==> config.mk <==
export PLATFORM = sky130hd
export DESIGN_NAME = pwm_fault_protect_action
export DESIGN_NICKNAME = d
export VERILOG_FILES = /design/src/shared/prot_pkg.sv /design/src/hw/pwm_fault_protect_action.sv
export SDC_FILE = /design/constraint.sdc
export NUM_CORES = 1
export LEC_CHECK = 0
export BUFFER_PORTS_ARGS = -buffer_cell sky130_fd_sc_hd__clkbuf_2
export CAP_MARGIN = 20
export CORE_MARGIN = 4
export CORE_UTILIZATION = 67
export CTS_CLUSTER_DIAMETER = 200
export DETAILED_ROUTE_END_ITERATION = 8
export GPL_TIMING_DRIVEN = 0
export PLACE_DENSITY = 0.89
export SETUP_SLACK_MARGIN = 0.05
export SYNTH_ARGS = -nofsm -noshare
export SYNTH_HDL_FRONTEND = slang
export SYNTH_SLANG_ARGS = --single-unit
export TNS_END_PERCENT = 1
==> constraint.sdc <==
create_clock -name ref_clk -period 19.3 [get_ports ref_clk]
set_input_delay 5.79 -clock ref_clk [delete_from_list [all_inputs] [get_ports ref_clk]]
set_output_delay 5.79 -clock ref_clk [all_outputs]
set_load 0.1 [all_outputs]
==> src/shared/prot_pkg.sv <==
// constants, register map and types of the fault protection action unit
package prot_pkg;
  localparam int ADDR_W  = 4;
  localparam int DATA_W  = 16;
  localparam int VAL_W   = 10;
  localparam int NUM_PIN = 8;
  localparam int NUM_SRC = 9;
  localparam int NUM_FLD = 12;
  // register offsets
  localparam logic [ADDR_W-1:0] OFS_CTRL   = 4'h0;
  localparam logic [ADDR_W-1:0] OFS_STATUS = 4'h1;
  localparam logic [ADDR_W-1:0] OFS_PERIOD = 4'h2;
  localparam logic [ADDR_W-1:0] OFS_DUTY   = 4'h3;
  localparam logic [ADDR_W-1:0] OFS_DEC    = 4'h4;
  localparam logic [ADDR_W-1:0] OFS_FLOOR  = 4'h5;
  localparam logic [ADDR_W-1:0] OFS_ACT0   = 4'h6;
  localparam logic [ADDR_W-1:0] OFS_ACT1   = 4'h7;
  localparam logic [ADDR_W-1:0] OFS_ACT2   = 4'h8;
  localparam logic [ADDR_W-1:0] OFS_TRIGEN = 4'h9;
  localparam logic [ADDR_W-1:0] OFS_JITTER = 4'hA;
  localparam logic [ADDR_W-1:0] OFS_INTST  = 4'hB;
  localparam logic [ADDR_W-1:0] OFS_INTMSK = 4'hC;
  // control register bit positions
  localparam int CB_RUN    = 0;
  localparam int CB_FSEL0  = 1;
  localparam int CB_FSEL1  = 2;
  localparam int CB_FLVL0  = 3;
  localparam int CB_FLVL1  = 4;
  localparam int CB_STOP   = 5;
  localparam int CB_TRACK  = 6;
  localparam int CB_SWTRIG = 7;
  // status bit positions
  localparam int SB_SHUT   = 0;
  localparam int SB_ADJ    = 1;
  localparam int SB_BUSY   = 2;
  // jitter select bit positions
  localparam int JB_HW     = 0;
  localparam int JB_APPR   = 1;
  localparam int JB_PART   = 2;
  // interrupt bit positions
  localparam int IB_FAULT  = 0;
  localparam int IB_SHUT   = 1;
  localparam int IB_ADJEND = 2;
  // reset values
  localparam logic [VAL_W-1:0] RST_PERIOD = 10'h1F3;
  localparam logic [VAL_W-1:0] RST_DUTY   = 10'h0F9;
  localparam logic [VAL_W-1:0] RST_DEC    = 10'h01E;
  localparam logic [VAL_W-1:0] RST_FLOOR  = 10'h190;
  localparam logic [7:0]       RST_ACT    = 8'h00;
  // release tracking only for these sources
  localparam logic [NUM_SRC-1:0] TRACK_OK = 9'h00A;
  // jitter mode codes
  localparam logic [2:0] JM_SW_COUNT  = 3'h1;
  localparam logic [2:0] JM_SW_APPR   = 3'h2;
  localparam logic [2:0] JM_HW_CNTAPP = 3'h3;
  localparam logic [2:0] JM_HW_FULL   = 3'h4;
  localparam logic [2:0] JM_HW_PART   = 3'h5;

  typedef enum logic [1:0] {
    CODE_NOW    = 2'b00,
    CODE_WAIT   = 2'b01,
    CODE_SHUT   = 2'b10,
    CODE_REDUCE = 2'b11
  } action_type;

  typedef enum logic [2:0] {
    ST_IDLE   = 3'b000,
    ST_ADJUST = 3'b001,
    ST_LAST   = 3'b010,
    ST_WAIT   = 3'b011,
    ST_HOLD   = 3'b100
  } state_type;
endpackage : prot_pkg

==> src/hw/pwm_fault_protect_action.sv <==
// fault protection action unit with PWM period engine and register port
module pwm_fault_protect_action
  import prot_pkg::*;
(
  input  wire logic               ref_clk,
  input  wire logic               rst,
  input  wire logic [ADDR_W-1:0]  addr,
  input  wire logic [DATA_W-1:0]  wdata,
  input  wire logic               wr,
  input  wire logic               rd,
  output logic      [DATA_W-1:0]  rdata,
  input  wire logic [NUM_PIN-1:0] fault_trigger,
  output logic                    pwm_out0,
  output logic                    pwm_out1,
  output logic                    pwm_out2,
  output logic                    pwm_out3,
  output logic                    irq,
  output logic      [2:0]         jitter_mode,
  output logic                    jitter_tick_en
);
  // synchroniser stages for trigger pins
  logic [NUM_PIN-1:0] trig_meta, trig_sync;
  // software visible state
  logic [7:0]         ctrl;
  logic               shutdown_flag, auto_adjust_flag;
  logic [VAL_W-1:0]   period_value, duty_value, period_decrement, period_floor;
  logic [7:0]         act_reg [3];
  logic [NUM_SRC-1:0] fault_trigger_enable;
  logic [2:0]         jit_sel;
  logic [2:0]         int_stat, int_mask;
  // protection engine state
  state_type          state;
  action_type         cur_code;
  logic [3:0]         trig_idx;
  logic [7:0]         eff_sel [3];
  logic [NUM_SRC-1:0] act_prev;
  logic [VAL_W-1:0]   cnt;
  // next values
  logic [7:0]         next_ctrl;
  logic               next_shutdown_flag, next_auto_adjust_flag;
  logic [VAL_W-1:0]   next_period_value, next_duty_value, next_period_decrement, next_period_floor;
  logic [7:0]         next_act_reg [3];
  logic [NUM_SRC-1:0] next_fault_trigger_enable;
  logic [2:0]         next_jit_sel;
  logic [2:0]         next_int_stat, next_int_mask;
  state_type          next_state;
  action_type         next_cur_code;
  logic [3:0]         next_trig_idx;
  logic [7:0]         next_eff_sel [3];
  logic [VAL_W-1:0]   next_cnt;
  logic [DATA_W-1:0]  next_rdata;
  logic [2:0]         next_jitter_mode;
  logic               next_pwm_raw;
  // decode helpers
  logic [NUM_SRC-1:0] act;
  logic               best_valid, step_ok, pwm_wrap, boundary, rel_hit;
  action_type         best_code;
  logic [3:0]         best_idx;
  logic [1:0]         fld;
  logic [VAL_W:0]     diff;
  logic               shut_now, start_adj, adj_end, pwm_run, busy;

  // two-stage synchroniser on trigger pins
  always_ff @(posedge ref_clk or posedge rst) begin
    if (rst) begin
      trig_meta <= '0;
      trig_sync <= '0;
    end else begin
      trig_meta <= fault_trigger;
      trig_sync <= trig_meta;
    end
  end

  assign pwm_run = ctrl[CB_RUN];
  assign busy    = (state != ST_IDLE);

  // period counter, boundary on last count of a period
  always_comb begin
    pwm_wrap = pwm_run && ({1'b0, cnt} + 11'h001 >= {1'b0, period_value});
    boundary = pwm_wrap || !pwm_run;
    if (!pwm_run || pwm_wrap) begin
      next_cnt = '0;
    end else begin
      next_cnt = cnt + 10'h001;
    end
    next_pwm_raw = pwm_run && (cnt < duty_value);
  end

  always_ff @(posedge ref_clk or posedge rst) begin
    if (rst) begin
      cnt <= '0;
    end else begin
      cnt <= next_cnt;
    end
  end

  always_comb begin
    act = {ctrl[CB_SWTRIG], trig_sync} & fault_trigger_enable;
  end

  // pick highest priority code among live triggers
  always_comb begin
    best_valid = 1'b0;
    best_code  = CODE_REDUCE;
    best_idx   = '0;
    fld        = '0;
    for (int i = 0; i < NUM_SRC; i++) begin
      // fields at 2-bit steps, held while busy
      fld = busy ? eff_sel[i / 4][(i % 4) * 2 +: 2] : act_reg[i / 4][(i % 4) * 2 +: 2];
      if (act[i] && (!best_valid || fld < best_code)) begin
        best_valid = 1'b1;
        best_code  = action_type'(fld);
        best_idx   = 4'(i);
      end
    end
  end

  // step arithmetic and release detection
  always_comb begin
    diff    = {1'b0, period_value} - {1'b0, period_decrement};
    // floor test, also refuses an underflowing difference
    step_ok = !diff[VAL_W] && (diff[VAL_W-1:0] >= period_floor);
    rel_hit = ctrl[CB_TRACK] && (cur_code == CODE_REDUCE) && TRACK_OK[trig_idx] && !act[trig_idx];
  end

  // protection engine and register file
  always_comb begin
    next_ctrl                 = ctrl;
    next_shutdown_flag        = shutdown_flag;
    next_auto_adjust_flag     = auto_adjust_flag;
    next_period_value         = period_value;
    next_duty_value           = duty_value;
    next_period_decrement     = period_decrement;
    next_period_floor         = period_floor;
    next_act_reg              = act_reg;
    next_fault_trigger_enable = fault_trigger_enable;
    next_jit_sel              = jit_sel;
    next_int_stat             = int_stat;
    next_int_mask             = int_mask;
    next_state                = state;
    next_cur_code             = cur_code;
    next_trig_idx             = trig_idx;
    next_eff_sel              = eff_sel;
    next_rdata                = '0;
    shut_now                  = 1'b0;
    start_adj                 = 1'b0;
    adj_end                   = 1'b0;
    // software writes first, hardware events override below
    if (wr) begin
      case (addr)
        OFS_CTRL:   next_ctrl = wdata[7:0];
        OFS_STATUS: begin
          if (wdata[SB_SHUT]) next_shutdown_flag = 1'b0;
          if (wdata[SB_ADJ]) next_auto_adjust_flag = 1'b0;
        end
        OFS_PERIOD: if (state != ST_ADJUST) next_period_value = wdata[VAL_W-1:0];
        OFS_DUTY:   if (state != ST_ADJUST) next_duty_value = wdata[VAL_W-1:0];
        OFS_DEC:    if (state != ST_ADJUST) next_period_decrement = wdata[VAL_W-1:0];
        OFS_FLOOR:  if (state != ST_ADJUST) next_period_floor = wdata[VAL_W-1:0];
        OFS_ACT0:   next_act_reg[0] = wdata[7:0];
        OFS_ACT1:   next_act_reg[1] = wdata[7:0];
        OFS_ACT2:   next_act_reg[2] = wdata[7:0];
        OFS_TRIGEN: next_fault_trigger_enable = wdata[NUM_SRC-1:0];
        OFS_JITTER: next_jit_sel = wdata[2:0];
        OFS_INTST:  next_int_stat = int_stat & ~wdata[2:0];
        OFS_INTMSK: next_int_mask = wdata[2:0];
        default:    next_ctrl = ctrl;
      endcase
    end
    // fields follow software only while idle
    if (!busy) begin
      next_eff_sel = act_reg;
    end
    case (state)
      ST_IDLE: begin
        if (best_valid) begin
          next_cur_code = best_code;
          next_trig_idx = best_idx;
          // only codes 10 and 11 start reduction
          case (best_code)
            CODE_NOW:  shut_now = 1'b1;
            CODE_WAIT: next_state = ST_WAIT;
            default:   start_adj = 1'b1;
          endcase
        end
      end
      ST_ADJUST: begin
        if (ctrl[CB_STOP] || rel_hit) begin
          adj_end = 1'b1;
        end else if (pwm_wrap) begin
          // writes only at the period boundary
          if (step_ok) begin
            next_period_value = diff[VAL_W-1:0];
            // duty step by half the decrement, floor at zero
            next_duty_value = (duty_value > (period_decrement >> 1)) ?
                              duty_value - (period_decrement >> 1) : '0;
          end else begin
            adj_end = 1'b1;
          end
        end
        if (adj_end) begin
          // code 10 runs to the end of the period in progress then shuts, code 11 stops here
          next_state = (cur_code == CODE_SHUT) ? ST_LAST : ST_HOLD;
        end
      end
      // wait for the period in progress to end
      ST_LAST, ST_WAIT: begin
        if (boundary) shut_now = 1'b1;
      end
      ST_HOLD: begin
        if (!best_valid) next_state = ST_IDLE;
      end
      default: next_state = ST_IDLE;
    endcase
    // a stronger code takes over at once
    if (busy && best_valid && best_code < cur_code && !shut_now) begin
      next_cur_code = best_code;
      next_trig_idx = best_idx;
      case (best_code)
        CODE_NOW:  shut_now = 1'b1;
        CODE_WAIT: next_state = ST_WAIT;
        default:   if (next_state == ST_HOLD) next_state = ST_LAST; // ended reduction now shuts later
      endcase
    end
    if (start_adj) begin
      next_auto_adjust_flag = 1'b1;
      next_state            = ST_ADJUST;
    end
    if (shut_now) begin
      next_ctrl[CB_RUN]   = 1'b0;
      next_ctrl[CB_FSEL0] = 1'b1;
      next_ctrl[CB_FSEL1] = 1'b1;
      next_shutdown_flag  = 1'b1;
      next_state          = ST_HOLD;
      next_cur_code       = CODE_NOW;
    end
    // sticky interrupt events, set wins over clear
    if (|(act & ~act_prev)) next_int_stat[IB_FAULT] = 1'b1;
    if (shut_now) next_int_stat[IB_SHUT] = 1'b1;
    if (adj_end) next_int_stat[IB_ADJEND] = 1'b1;
    if (!jit_sel[JB_HW]) begin
      next_jitter_mode = jit_sel[JB_APPR] ? JM_SW_APPR : JM_SW_COUNT;
    end else if (jit_sel[JB_PART]) begin
      next_jitter_mode = JM_HW_PART;
    end else begin
      next_jitter_mode = jit_sel[JB_APPR] ? JM_HW_FULL : JM_HW_CNTAPP;
    end
    // read data for the next cycle
    if (rd) begin
      case (addr)
        OFS_CTRL:   next_rdata = {8'h00, ctrl};
        OFS_STATUS: next_rdata = {13'h0000, busy, auto_adjust_flag, shutdown_flag};
        OFS_PERIOD: next_rdata = {6'h00, period_value};
        OFS_DUTY:   next_rdata = {6'h00, duty_value};
        OFS_DEC:    next_rdata = {6'h00, period_decrement};
        OFS_FLOOR:  next_rdata = {6'h00, period_floor};
        OFS_ACT0:   next_rdata = {8'h00, act_reg[0]};
        OFS_ACT1:   next_rdata = {8'h00, act_reg[1]};
        OFS_ACT2:   next_rdata = {8'h00, act_reg[2]};
        OFS_TRIGEN: next_rdata = {7'h00, fault_trigger_enable};
        OFS_JITTER: next_rdata = {13'h0000, jit_sel};
        OFS_INTST:  next_rdata = {13'h0000, int_stat};
        OFS_INTMSK: next_rdata = {13'h0000, int_mask};
        default:    next_rdata = '0;
      endcase
    end
  end

  always_ff @(posedge ref_clk or posedge rst) begin
    if (rst) begin
      ctrl                 <= '0;
      shutdown_flag        <= 1'b0;
      auto_adjust_flag     <= 1'b0;
      period_value         <= RST_PERIOD;
      duty_value           <= RST_DUTY;
      period_decrement     <= RST_DEC;
      period_floor         <= RST_FLOOR;
      act_reg              <= '{RST_ACT, RST_ACT, RST_ACT};
      eff_sel              <= '{RST_ACT, RST_ACT, RST_ACT};
      fault_trigger_enable <= '0;
      jit_sel              <= '0;
      int_stat             <= '0;
      int_mask             <= '0;
      state                <= ST_IDLE;
      cur_code             <= CODE_REDUCE;
      trig_idx             <= '0;
      act_prev             <= '0;
      rdata                <= '0;
      jitter_mode          <= JM_SW_COUNT;
      jitter_tick_en       <= 1'b0;
      irq                  <= 1'b0;
      pwm_out0             <= 1'b0;
      pwm_out1             <= 1'b0;
      pwm_out2             <= 1'b0;
      pwm_out3             <= 1'b0;
    end else begin
      ctrl                 <= next_ctrl;
      shutdown_flag        <= next_shutdown_flag;
      auto_adjust_flag     <= next_auto_adjust_flag;
      period_value         <= next_period_value;
      duty_value           <= next_duty_value;
      period_decrement     <= next_period_decrement;
      period_floor         <= next_period_floor;
      act_reg              <= next_act_reg;
      eff_sel              <= next_eff_sel;
      fault_trigger_enable <= next_fault_trigger_enable;
      jit_sel              <= next_jit_sel;
      int_stat             <= next_int_stat;
      int_mask             <= next_int_mask;
      state                <= next_state;
      cur_code             <= next_cur_code;
      trig_idx             <= next_trig_idx;
      act_prev             <= act;
      rdata                <= next_rdata;
      jitter_mode          <= next_jitter_mode;
      // tick timer only in hardware modes
      jitter_tick_en       <= next_jit_sel[JB_HW];
      irq                  <= |(next_int_stat & next_int_mask);
      // pairs follow the forced level when force select is set
      pwm_out0             <= next_ctrl[CB_FSEL0] ? next_ctrl[CB_FLVL0] : next_pwm_raw;
      pwm_out2             <= next_ctrl[CB_FSEL0] ? next_ctrl[CB_FLVL0] : next_pwm_raw;
      pwm_out1             <= next_ctrl[CB_FSEL1] ? next_ctrl[CB_FLVL1] : !next_pwm_raw;
      pwm_out3             <= next_ctrl[CB_FSEL1] ? next_ctrl[CB_FLVL1] : !next_pwm_raw;
    end
  end

  // checks on the protection engine
  a_immediate_stop: assert property (@(posedge ref_clk) disable iff (rst)
    (state == ST_IDLE && best_valid && best_code == CODE_NOW)
    |=> (!pwm_run && ctrl[CB_FSEL0] && ctrl[CB_FSEL1] && shutdown_flag && state == ST_HOLD))
    else $error("code 00 did not shut down at once");
  a_wait_period: assert property (@(posedge ref_clk) disable iff (rst)
    (state == ST_WAIT && pwm_run && !pwm_wrap && best_code != CODE_NOW && !(wr && addr == OFS_CTRL))
    |=> pwm_run)
    else $error("code 01 stopped before period end");
  a_step_write: assert property (@(posedge ref_clk) disable iff (rst)
    (state == ST_ADJUST && pwm_wrap && step_ok && !ctrl[CB_STOP] && !rel_hit && !shut_now)
    |=> (period_value == $past(period_value) - $past(period_decrement)
         && (duty_value == $past(duty_value) - ($past(period_decrement) >> 1) || duty_value == '0)))
    else $error("reduction step values wrong");
  a_floor_hold: assert property (@(posedge ref_clk) disable iff (rst)
    (state == ST_ADJUST && pwm_wrap && !step_ok) |=> (period_value == $past(period_value)))
    else $error("period written below floor");
  a_stop_halt: assert property (@(posedge ref_clk) disable iff (rst)
    (state == ST_ADJUST && ctrl[CB_STOP]) |=> (state != ST_ADJUST))
    else $error("stop bit did not halt reduction");
  a_release_end: assert property (@(posedge ref_clk) disable iff (rst)
    (state == ST_ADJUST && rel_hit && !(best_valid && best_code < cur_code) && !(wr && addr == OFS_CTRL))
    |=> (state == ST_HOLD && pwm_run == $past(pwm_run)))
    else $error("release did not end reduction");
  a_no_adjust_start: assert property (@(posedge ref_clk) disable iff (rst)
    (state == ST_IDLE && best_valid && (best_code == CODE_NOW || best_code == CODE_WAIT)) |=> (state != ST_ADJUST))
    else $error("code 00 or 01 started reduction");
  a_write_lock: assert property (@(posedge ref_clk) disable iff (rst)
    (state == ST_ADJUST && wr && addr == OFS_FLOOR) |=> (period_floor == $past(period_floor)))
    else $error("floor written during reduction");
  a_trigger_gate: assert property (@(posedge ref_clk) disable iff (rst)
    (state == ST_IDLE && act == '0) |=> (state == ST_IDLE && !shutdown_flag == !$past(shutdown_flag) || $past(wr)))
    else $error("protection started without enabled trigger");
endmodule : pwm_fault_protect_action

==> impl_metrics.toml <==
[clock_network]
postCtsSetupRepairBufs = 0
clockBufferDepth = 2
clock-root-buffer = "clkbuf_16"
numCtsBuffers = 17
ctsResizeCount = 0
tritoncts = "built"
cts_sinks = 170
ctsHoldBuffers = 0
htree_levels = 4
path_clk_slew_ns = 0.06
clk_latency_ns = 0.44

[synthesis]
ys.flop_type = "dfrtp_1"
synthCells = 976
netlist_area_mm2 = 0.00997
seq_area_frac_synth_pct = 43.0
synth.distinct_cells = 87
async_flop_share_pct = 100
ys_top_cells_by_area = "dfrtp_1 (37%), mux2_2 (8.0%), ha_1 (7.0%)"
yosys_warnings = 0
synth_edf_count = 0
synth_commonest_cells = "dfrtp_1 (147), nand2_1 (91), inv_1 (78), mux2_2 (71), nor2_1 (57)"
yosysTopAreaCellShare_pct = 36.9
ys_ff_latch = 170
synth_most_common_cell = "dfrtp_1"
yosysTopAreaCell = "dfrtp_1"
synth_area_per_cell_um2 = 10.2

[floorplanning]
dieArea_mm2 = 0.0169
die_y_um = 130
start_util_pct = 68.6
ioPinCount = 57
core_mm2 = 0.0145
row_count = 44
die_width_um = 130

[sta]
rsz0062_at_grt = "false"
report.final.setup_viol = 0
fin_crit_sh_pct = 55.6
slew_violations = 0
clock.fmax_ghz = 0.0931
tightest_slew_ns = 1.03
min_period_ns = 10.74
skew_ns = 0.0167
hold_violations = 0
final.setup.tns_ns = 0
holdWs_ns = 0.347
slew_headroom_pct = 31.1

[routing]
drcViolationCount = 0
routed_wl_um = 28100
viasPerCell = 6.71
vias = 8306
wl_per_cell_um = 22.7
drt-initial-drc-count = 968
drtPass1Iterations = 6
drtAntennaViolNets = 0

[layout]
nets = 1132
antennaDiodeCount = 0
syn_to_final_growth_pct = 10.5
drive_above_1_share_pct = 19.4
largest_register_ffs = 24

[worst_setup_path]
cp_max_fo = 10
critPathSlowestCell = "o41a_1"
r2r-start = "state[0]"
r2r_cells = 46
max_stage_delay_ns = 0.46
r2r-end = "state[2]"
rrSetupSlack_ns = 8.56
critPathCaptureType = "flip-flop"
worstPathRequired_ns = 19.59
cp.arrival_ns = 11.03
worst_setup_path_start_kind = "flip-flop"
critPathKind = "flip-flop to flip-flop"

[status]
status = "completed"

[global_routing]
grt_pass1_vias = 8104
grtUsageTotal_pct = 34.5
antenna_found_initial = 1
grt_pass1_wl_um = 44300
overflow = 0
grt_max_degree = 89

[flow_run]
drv_cap = 0

[place]
dp_hpwl_um = 20700
place.gp.congestion = 0.979
port_buffers = 40

[hold_path]
worstHoldEndpoint = "trig_sync[7]"
min_from = "trig_meta[7]"
hold_path.class = "flip-flop to flip-flop"
min_path_cells = 0

[power]
p_per_area_mw_per_mm2 = 179
ir_drop_v = 0.000116
p_leak_uw = 0.00529
==> cell type report <==
class | instances | area (µm²)
Multi-Input combinational cell | 692 | 5210
Sequential cell | 170 | 4280
Fill cell | 973 | 3510
Clock buffer | 20 | 437
Inverter | 78 | 300
Timing Repair Buffer | 42 | 235
Tap cell | 184 | 230
Buffer | 41 | 201
Clock inverter | 10 | 123
==> cell families after synthesis <==
kind of cell | Yosys count | share of synthesized area, %
simple gates | 254 | 12.4
flops | 170 | 43.0
mux | 119 | 13.7
other cells | 1 | 0.0376
buf+inv | 119 | 4.96
compound gates | 233 | 16.6
fa+ha+maj | 58 | 7.43
xor+xnor | 22 | 1.93
==> critical path, delay by kind of cell (launching register included) <==
| kind | cells | cell delay [ns] |
|---|---|---|
| buf+inv | 5 | 0.64 |
| fa+ha+maj | 7 | 1.96 |
| simple gates | 14 | 2.10 |
| flops | 1 | 0.36 |
| compound gates | 20 | 5.51 |
==> where the power goes <==
part	leakage (µW)	switching, µW	internal [µW]
combinational	0.00297	630	417
sequential	0.00205	106	480
clock	0.000263	144	190
total	0.00529	880	1090
==> metrics by stage <==
stage               worst slack [ns]  power [µW]  utilization, %  cell area, µm²  instances
floorplan                       8.94        1340               -            9990        981
global placement                7.26        1550            71.7           10400       1205
detailed placement              8.81        1600            72.0           10500       1207
CTS                             8.74        1940            75.8           11000       1237
global route                    7.85        2090            75.8           11000       1237
finish                          8.56        1970            75.8           11000       1237
==> placed cells by master (no fill, tap or decap), types with 9 or more instances in the layout <==
cell type | synthesis | layout
nand2_1 | 91 | 91
dfrtp_1 | 147 | 147
xor2_1 | 9 | 9
nand3_1 | 20 | 20
clkbuf_2 | 0 | 40
xnor2_1 | 13 | 13
and3_1 | 9 | 9
dfstp_2 | 23 | 23
ha_1 | 56 | 56
mux2_2 | 71 | 71
inv_1 | 78 | 77
o21ai_0 | 39 | 39
a21oi_1 | 51 | 51
nor2b_1 | 23 | 23
nor2_1 | 57 | 57
clkbuf_1 | 26 | 29
buf_4 | 8 | 9
a21o_1 | 25 | 25
o22ai_1 | 15 | 15
clkbuf_16 | 0 | 17
o211ai_1 | 10 | 10
nand2b_1 | 12 | 12
mux2i_1 | 40 | 40
==> metal layers <==
layer	track usage [%]	part of all wire (%)	wire length [µm]
met5	0	0.039	11
met4	12.3	3.8	1060
met3	7.94	10	2830
met2	53.4	46	12900
met1	48.3	40	11300
==> worst max path at each step <==
stage,startpoint,to,cells past startpoint
2_1_floorplan,rst,act_prev[0],1
3_3_place_gp,rst,jitter_mode[2],2
3_5_place_dp,state[1],pwm_out2,46
4_1_cts,state[0],pwm_out2,46
5_1_grt,state[1],pwm_out2,50
6_report,state[0],state[2],46
Note: power is estimated with default switching activity, not from simulation.
